[src/rtl/msc_params.svh]
// Purpose: constants of the multiplexed SAR conversion control
// Assumes: 125 MHz system clock
// Notes: the tick count derives from the two clock rates by expression; ticks per bit and widths are literals
`ifndef MSC_PARAMS_SVH
`define MSC_PARAMS_SVH

// ==========================================================
// clock and timing
`define MSC_CLK_KHZ 125000
`define MSC_CONV_CLK_KHZ 640
`define MSC_CONV_TICK_CYC (`MSC_CLK_KHZ / `MSC_CONV_CLK_KHZ)
`define MSC_TICKS_PER_BIT 8

// ==========================================================
// widths and reset values
`define MSC_SAR_BITS 8
`define MSC_CHANNELS 16
`define MSC_SAR_RESET 8'h00
`define MSC_TRIAL_MSB 8'h80
`define MSC_ADDR_RESET 4'h0
`define MSC_MUX_OFF 16'h0000
`define MSC_MUX_ONE 16'h0001

`endif

[src/rtl/msc_pkg.sv]
// Purpose: types of the multiplexed SAR conversion control
// Assumes: nothing
// Notes: constants live in msc_params.svh
package msc_pkg;

  typedef enum logic [2:0] {
    ST_IDLE,
    ST_HOLD,
    ST_RUN,
    ST_LATCH
  } msc_state_e;

  typedef struct packed {
    logic exp_en;
    logic [3:0] addr;
  } msc_chan_s;

  typedef struct packed {
    logic ale;
    logic trig;
    logic cmp;
    logic oe;
    msc_chan_s chan;
  } msc_pins_s;

endpackage : msc_pkg

[src/rtl/msc_conv.sv]
// Purpose: channel latch, decode and 8-step SAR sequencer of a 16-input converter
// Assumes: all pin inputs asynchronous to clk; comparator high means input at or above ladder tap
// Notes: the analog ladder and comparator sit outside; this block drives the tap code
`timescale 1ns/10ps
`include "msc_params.svh"

module msc_conv #(
  parameter int unsigned TICK_CYC = `MSC_CONV_TICK_CYC,
  parameter int unsigned TICKS_PER_BIT = `MSC_TICKS_PER_BIT
) (
  input wire logic clk,
  input wire logic rstn,
  input wire logic ale,
  input wire msc_pkg::msc_chan_s chan_pins,
  input wire logic conv_trigger,
  input wire logic cmp_above,
  input wire logic out_en,
  output logic [`MSC_CHANNELS-1:0] mux_sel,
  output logic [`MSC_SAR_BITS-1:0] ladder_code,
  output logic eoc,
  output logic [`MSC_SAR_BITS-1:0] data_out,
  output logic data_oe
);

  // ==========================================================
  // reset release
  logic rst_meta_q;
  logic rst_n_q;

  always_ff @(posedge clk or negedge rstn) begin
    if (!rstn) begin
      rst_meta_q <= 1'b0;
      rst_n_q <= 1'b0;
    end else begin
      rst_meta_q <= 1'b1;
      rst_n_q <= rst_meta_q;
    end
  end

  // ==========================================================
  // pin synchronisers
  msc_pkg::msc_pins_s pins_raw;
  msc_pkg::msc_pins_s pins_meta_q;
  msc_pkg::msc_pins_s pins_q;
  logic ale_d1_q;
  logic trig_d1_q;
  logic ale_rise;
  logic trig_rise;
  logic trig_fall;

  assign pins_raw = '{ale: ale, trig: conv_trigger, cmp: cmp_above, oe: out_en, chan: chan_pins};

  always_ff @(posedge clk or negedge rst_n_q) begin
    if (!rst_n_q) begin
      pins_meta_q <= '0;
      pins_q <= '0;
      ale_d1_q <= 1'b0;
      trig_d1_q <= 1'b0;
    end else begin
      pins_meta_q <= pins_raw;
      pins_q <= pins_meta_q;
      ale_d1_q <= pins_q.ale;
      trig_d1_q <= pins_q.trig;
    end
  end

  assign ale_rise = pins_q.ale && !ale_d1_q;
  // a trigger shorter than the sync window may be missed, hence the width demand
  assign trig_rise = pins_q.trig && !trig_d1_q;
  assign trig_fall = !pins_q.trig && trig_d1_q;

  // ==========================================================
  // channel latch and decode
  logic [3:0] addr_q;
  logic [`MSC_CHANNELS-1:0] mux_sel_q;

  // free of the sequencer, so a channel may change mid-conversion
  always_ff @(posedge clk or negedge rst_n_q) begin
    if (!rst_n_q) begin
      addr_q <= `MSC_ADDR_RESET;
    end else if (ale_rise) begin
      addr_q <= pins_q.chan.addr;
    end
  end

  always_ff @(posedge clk or negedge rst_n_q) begin
    if (!rst_n_q) begin
      mux_sel_q <= `MSC_MUX_OFF;
    end else if (pins_q.chan.exp_en) begin
      mux_sel_q <= `MSC_MUX_ONE << addr_q;
    end else begin
      mux_sel_q <= `MSC_MUX_OFF;
    end
  end

  assign mux_sel = mux_sel_q;

  // ==========================================================
  // converter clock tick and bit timer
  logic [15:0] tick_cnt_q;
  logic [7:0] step_cnt_q;
  logic [`MSC_SAR_BITS-1:0] trial_q;
  logic tick;
  logic bit_end;
  msc_pkg::msc_state_e state_q;

  assign tick = (tick_cnt_q == 16'(TICK_CYC - 1));

  always_ff @(posedge clk or negedge rst_n_q) begin
    if (!rst_n_q) begin
      tick_cnt_q <= 16'h0000;
    end else if (tick) begin
      tick_cnt_q <= 16'h0000;
    end else begin
      tick_cnt_q <= tick_cnt_q + 16'h0001;
    end
  end

  assign bit_end = (state_q == msc_pkg::ST_RUN) && tick && (step_cnt_q == 8'(TICKS_PER_BIT - 1));

  always_ff @(posedge clk or negedge rst_n_q) begin
    if (!rst_n_q) begin
      step_cnt_q <= 8'h00;
    end else if (state_q != msc_pkg::ST_RUN || bit_end) begin
      step_cnt_q <= 8'h00;
    end else if (tick) begin
      step_cnt_q <= step_cnt_q + 8'h01;
    end
  end

  // ==========================================================
  // sequencer
  always_ff @(posedge clk or negedge rst_n_q) begin
    if (!rst_n_q) begin
      state_q <= msc_pkg::ST_IDLE;
    end else if (trig_rise) begin
      state_q <= msc_pkg::ST_HOLD;
    end else begin
      case (state_q)
        msc_pkg::ST_HOLD: begin
          if (trig_fall) begin
            state_q <= msc_pkg::ST_RUN;
          end
        end
        msc_pkg::ST_RUN: begin
          if (bit_end && trial_q[0]) begin
            state_q <= msc_pkg::ST_LATCH;
          end
        end
        msc_pkg::ST_LATCH: begin
          if (tick) begin
            state_q <= msc_pkg::ST_IDLE;
          end
        end
        default: begin
          state_q <= state_q;
        end
      endcase
    end
  end

  // ==========================================================
  // approximation register
  logic [`MSC_SAR_BITS-1:0] sar_q;
  logic [`MSC_SAR_BITS-1:0] sar_d;
  logic [`MSC_SAR_BITS-1:0] trial_d;
  logic [`MSC_SAR_BITS-1:0] ladder_q;
  logic [`MSC_SAR_BITS-1:0] result_q;
  logic [3:0] bits_done_q;

  always_comb begin
    sar_d = sar_q;
    trial_d = trial_q;
    if (trig_rise) begin
      sar_d = `MSC_SAR_RESET;
      trial_d = `MSC_TRIAL_MSB;
    end else if (bit_end) begin
      // keep the bit when the input sits at or above the tap; taps equal the code, with no half-LSB offset
      if (pins_q.cmp) begin
        sar_d = sar_q | trial_q;
      end
      trial_d = trial_q >> 1;
    end
  end

  always_ff @(posedge clk or negedge rst_n_q) begin
    if (!rst_n_q) begin
      sar_q <= `MSC_SAR_RESET;
      trial_q <= `MSC_SAR_RESET;
      ladder_q <= `MSC_SAR_RESET;
    end else begin
      sar_q <= sar_d;
      trial_q <= trial_d;
      ladder_q <= sar_d | trial_d;
    end
  end

  assign ladder_code = ladder_q;

  // result held from one completion to the next
  always_ff @(posedge clk or negedge rst_n_q) begin
    if (!rst_n_q) begin
      result_q <= `MSC_SAR_RESET;
    end else if (bit_end && trial_q[0] && !trig_rise) begin
      result_q <= sar_d;
    end
  end

  always_ff @(posedge clk or negedge rst_n_q) begin
    if (!rst_n_q) begin
      bits_done_q <= 4'h0;
    end else if (trig_rise) begin
      bits_done_q <= 4'h0;
    end else if (bit_end) begin
      bits_done_q <= bits_done_q + 4'h1;
    end
  end

  // ==========================================================
  // done flag
  logic eoc_q;

  // low after reset so a looped-back trigger needs one outside pulse to start
  always_ff @(posedge clk or negedge rst_n_q) begin
    if (!rst_n_q) begin
      eoc_q <= 1'b0;
    end else if (trig_rise) begin
      eoc_q <= 1'b0;
    end else if (state_q == msc_pkg::ST_LATCH && tick) begin
      eoc_q <= 1'b1;
    end
  end

  assign eoc = eoc_q;

  // ==========================================================
  // result outputs
  logic [`MSC_SAR_BITS-1:0] data_out_q;
  logic data_oe_q;

  always_ff @(posedge clk or negedge rst_n_q) begin
    if (!rst_n_q) begin
      data_out_q <= `MSC_SAR_RESET;
      data_oe_q <= 1'b0;
    end else begin
      data_out_q <= result_q;
      data_oe_q <= pins_q.oe;
    end
  end

  assign data_out = data_out_q;
  assign data_oe = data_oe_q;

  // ==========================================================
  // checks
  AST_ADDR_LATCH:
    assert property (@(posedge clk) disable iff (!rst_n_q)
      ale_rise |=> addr_q == $past(pins_q.chan.addr) ##1 addr_q == $past(addr_q) || $past(ale_rise))
    else $error("address not captured on strobe edge");

  AST_MUX_ONE_HOT:
    assert property (@(posedge clk) disable iff (!rst_n_q)
      pins_q.chan.exp_en |=> $onehot(mux_sel) && mux_sel[$past(addr_q)])
    else $error("selected channel does not match address");

  AST_MUX_OFF:
    assert property (@(posedge clk) disable iff (!rst_n_q)
      !pins_q.chan.exp_en |=> mux_sel == `MSC_MUX_OFF)
    else $error("multiplexer not off with expansion low");

  AST_EIGHT_BITS:
    assert property (@(posedge clk) disable iff (!rst_n_q)
      $rose(eoc_q) |-> bits_done_q == 4'h8)
    else $error("conversion did not make eight decisions");

  AST_SAR_CLEAR:
    assert property (@(posedge clk) disable iff (!rst_n_q)
      trig_rise |=> sar_q == `MSC_SAR_RESET && ladder_code == `MSC_TRIAL_MSB)
    else $error("register not cleared on trigger rise");

  AST_WAIT_FALL:
    assert property (@(posedge clk) disable iff (!rst_n_q)
      state_q == msc_pkg::ST_HOLD && pins_q.trig |=> state_q == msc_pkg::ST_HOLD)
    else $error("sequence began before trigger fell");

  AST_RESTART:
    assert property (@(posedge clk) disable iff (!rst_n_q)
      state_q == msc_pkg::ST_RUN && trig_rise |=> state_q == msc_pkg::ST_HOLD && bits_done_q == 4'h0)
    else $error("running conversion not abandoned");

  AST_EOC_LOW:
    assert property (@(posedge clk) disable iff (!rst_n_q)
      trig_rise |=> !eoc_q [*2])
    else $error("done not low after trigger rise");

  AST_RESULT_FIRST:
    assert property (@(posedge clk) disable iff (!rst_n_q)
      $rose(eoc_q) |-> $past(state_q) == msc_pkg::ST_LATCH && result_q == sar_q)
    else $error("result not latched before done rose");

  AST_RESULT_HOLD:
    assert property (@(posedge clk) disable iff (!rst_n_q)
      $changed(result_q) |-> $past(state_q) == msc_pkg::ST_RUN && state_q == msc_pkg::ST_LATCH)
    else $error("result changed outside completion");

  AST_OE_GATE:
    assert property (@(posedge clk) disable iff (!rst_n_q)
      !pins_q.oe |=> !data_oe)
    else $error("outputs driven without enable");

endmodule : msc_conv

[config.mk]
export PLATFORM = sky130hd
export DESIGN_NAME = msc_conv
export DESIGN_NICKNAME = d
export VERILOG_FILES = /design/src/rtl/msc_pkg.sv /design/src/rtl/msc_conv.sv
export VERILOG_INCLUDE_DIRS = /design/src /design/src/rtl
export SDC_FILE = /design/constraint.sdc
export NUM_CORES = 1
export LEC_CHECK = 0
export ABC_AREA = 1
export BUFFER_PORTS_ARGS = -buffer_cell sky130_fd_sc_hd__buf_2
export CAP_MARGIN = 20
export CORE_MARGIN = 3
export CORE_UTILIZATION = 24
export CTS_CLUSTER_DIAMETER = 100
export DETAILED_ROUTE_END_ITERATION = 10
export PLACE_DENSITY = 0.37
export SETUP_SLACK_MARGIN = 0.05
export SYNTH_ARGS = -nofsm -noshare
export SYNTH_HDL_FRONTEND = slang
export SYNTH_SLANG_ARGS = --single-unit
[constraint.sdc]
create_clock -name clk -period 4.15 [get_ports clk]
set_input_delay 0.2075 -clock clk [delete_from_list [all_inputs] [get_ports clk]]
set_output_delay 0.2075 -clock clk [all_outputs]
set_load 0.005 [all_outputs]
==> out/qor.yml <==
synthesis:
  async_flop_share_pct: 100
  yosys.area.top_type: "dfrtp_1"
  synth_fp_nets: 470
  synth_area_per_cell_um2: 9.60
  netlist_area_um2: 4370
  ys.flop_type: "dfrtp_1"
  yosysSeqAreaShare_pct: 63.0
  ys_ff_latch: 110
  yosys_warnings: 0
  synthCells: 455
  synth_cell_type_count: 30
  synth_edf_count: 0
  yosys.area.top_type_share_pct: 63.0
  synth_area_leaders: "dfrtp_1, nand2_1, inv_1, nor2_1, nand3_1"
timing:
  maxSlewHeadroom_pct: 61.0
  setup_tns_ns: 0
  fin_crit_ns: 1.84
  layout_setup_ws_ns: 2.31
  worstMarginPinSlew_ns: 0.585
  fin_skew_ns: 0.00711
  rsz0062_at_grt: "no"
  fin_crit_sh_pct: 44.3
  max_freq_mhz: 545
  setup_viol: 0
  finalHoldViolCount: 0
  report.final.slew_viol_count: 0
floorplan:
  rows: 48
  core-area_um2: 17500
  pin_count: 45
  chipWidth_um: 141
  die-area_um2: 19900
  start_util_pct: 24.9
  die_h_um: 141
grt:
  grt_max_degree: 46
  grt_pass1_vias: 2987
  grt_overflow: 0
  grt_usage_pct: 9.36
  grt_pass1_wl_um: 14800
  antenna_found_initial: 0
layout:
  fill_cells: 1895
  final_util_pct: 30.0
  final_cell_mix: "nand2_1, dfrtp_1, inv_1"
  multi_input_area_um2: 1330
  drive_above_1_share_pct: 16.6
  seqCellArea_um2: 2760
  num_antenna_cells: 0
  finalNetCount: 534
  final_cell_area_um2: 5260
  layout_commonest_cell: "nand2_1"
  syn_to_final_growth_pct: 20.4
clock_network:
  cts_tree: "built"
  cts_setup_buffers: 0
  cts-buffers-inserted: 9
  cts_hold_buf: 10
  cts_resized: 0
  cts_root_buf: "clkbuf_16"
  clk_pin_slew_ns: 0.07
  cts_max_path_buffers: 2
  clk_latency_ns: 0.35
  cts_sinks: 110
  h-tree-depth: 3
power_and_ir_drop:
  p_per_area_nw_per_um2: 420
  switching_share_pct: 24.6
  share_comb_of_total_power_pct: 7.7
  switching_power_w: 0.000544
  pwr-share-seq_pct: 51.6
  pwr-share-clk_pct: 40.7
  max-vdd-ir-drop_mv: 0.204
  p_leak_nw: 2.88
  p_int_w: 0.00166
place:
  dp_slack_ns: 2.28
  hpwl_um: 6000
  gp_congestion: 0.768
  port_buffers: 44
  postPlaceCellArea_um2: 4850
routing:
  route.detailed.drc: 0
  wire_per_inst_um: 11.6
  vias: 2976
  viasPerCell: 3.97
  drtPass1Iterations: 4
  drt-initial-drc-count: 109
  drt_wl_total_um: 8660
  antenna_left: 0
worst_setup_path:
  r2r-start: "step_cnt_q[0]"
  r2r_slack_ns: 2.31
  start_kind: "flip-flop"
  end_kind: "flip-flop"
  required_ns: 4.44
  r2r-end: "result_q[3]"
  cp_common_cell: "nand2_1"
  cp_slowest_cell: "dfrtp_1"
  crit_type: "flip-flop to flip-flop"
  reg2reg_depth: 9
  path_cells: "ha_1, nand2_1, nor2_1, nand3_2, nor2_8, nand3_4, clkinv_2, nand2_1, nand2_1"
  cp_slowest_stage_delay_ns: 0.41
  crit_fanout: 17
  arrival_ns: 2.12
min_path:
  hold_class: "primary input to asynchronous set/reset pin"
flow_run:
  maxCapViolations: 0
status:
  status: "finished clean"
==> kinds of logic after synthesis <==
logic type                 after synthesis  share of synthesized area, %
adders and majority gates                4                          1.15
xor gates and xnor gates                 8                          1.60
DFF                                    110                          63.0
other                                    1                        0.0859
AOI/OAI and AO/OA                       24                          2.89
and+or+nand+nor                        240                          24.7
buffers and inverters                   68                          6.59
==> synth_stat cells, types with 3 or more instances <==
| cell | count |
|---|---|
| dfrtp_1 | 110 |
| a21oi_1 | 10 |
| inv_1 | 61 |
| nand2_2 | 10 |
| nand2_1 | 122 |
| nand3_2 | 4 |
| xor2_1 | 7 |
| nand3_1 | 31 |
| o21ai_0 | 11 |
| nor3_1 | 3 |
| nand4_1 | 6 |
| nor2_1 | 54 |
| ha_1 | 4 |
==> metrics by stage <==
stage | power [W] | cells | hold WS (ns)
2_1_floorplan | 0.00128 | 455 | -0.0881
3_3_place_gp | 0.00133 | 723 | -0.00533
3_5_place_dp | 0.00133 | 723 | -0.00526
4_1_cts | 0.00226 | 749 | 0.150
5_1_grt | 0.00233 | 749 | 0.158
6_report | 0.00221 | 749 | 0.166
==> state kept, by name, summed over array words and instances, names as in the netlist, 2 cells and up <==
register	flops
pins_meta_q	9
addr_q	4
result_q	8
step_cnt_q	8
ladder_code	8
mux_sel	16
tick_cnt_q	16
data_out	8
sar_q	8
state_q	2
pins_q	9
trial_q	8
==> layer usage <==
layer	vias up	routed length [um]	track usage (%)
li1	1519	-	-
met2	46	4170	15.2
met4	0	114	3.21
met1	1405	4020	11.7
met3	6	363	3.22
met5	-	0	0
==> how the worst max path moves through the flow <==
stage / startpoint / to / slack, ns / depth (start not counted)
after floorplan: rst_n_q / addr_q[0] / 0.86 / 0
after global placement: step_cnt_q[0] / result_q[2] / 2.33 / 9
after detailed placement: step_cnt_q[0] / result_q[3] / 2.28 / 9
after CTS: step_cnt_q[0] / result_q[3] / 2.26 / 9
after global routing: step_cnt_q[0] / result_q[5] / 2.10 / 9
final: step_cnt_q[0] / result_q[3] / 2.31 / 9
==> critical path, delay by kind of cell, from the launching register on <==
family	cells	cell delay, ns
fa+ha+maj	1	0.19
buf+inv	1	0.14
flops	1	0.41
simple gates	7	1.02
==> area by class of cell <==
cell class / instances / share of cell area (%)
Clock buffer: 12 / 4.88
Clock inverter: 4 / 1.05
Inverter: 65 / 4.69
Multi-Input combinational cell: 277 / 25.2
Sequential cell: 110 / 52.4
Tap cell: 225 / 5.35
Timing Repair Buffer: 56 / 6.38
==> power groups by stage <==
stage                     clock (W)  sequential (W)  combinational (W)
after global routing       0.000984         0.00115           0.000201
final                      0.000899         0.00114           0.000170
after CTS                  0.000941         0.00114           0.000176
after global placement            0         0.00116           0.000169
after floorplan                   0         0.00116           0.000112
after detailed placement          0         0.00116           0.000169
Note: power is estimated with default switching activity, not from simulation.
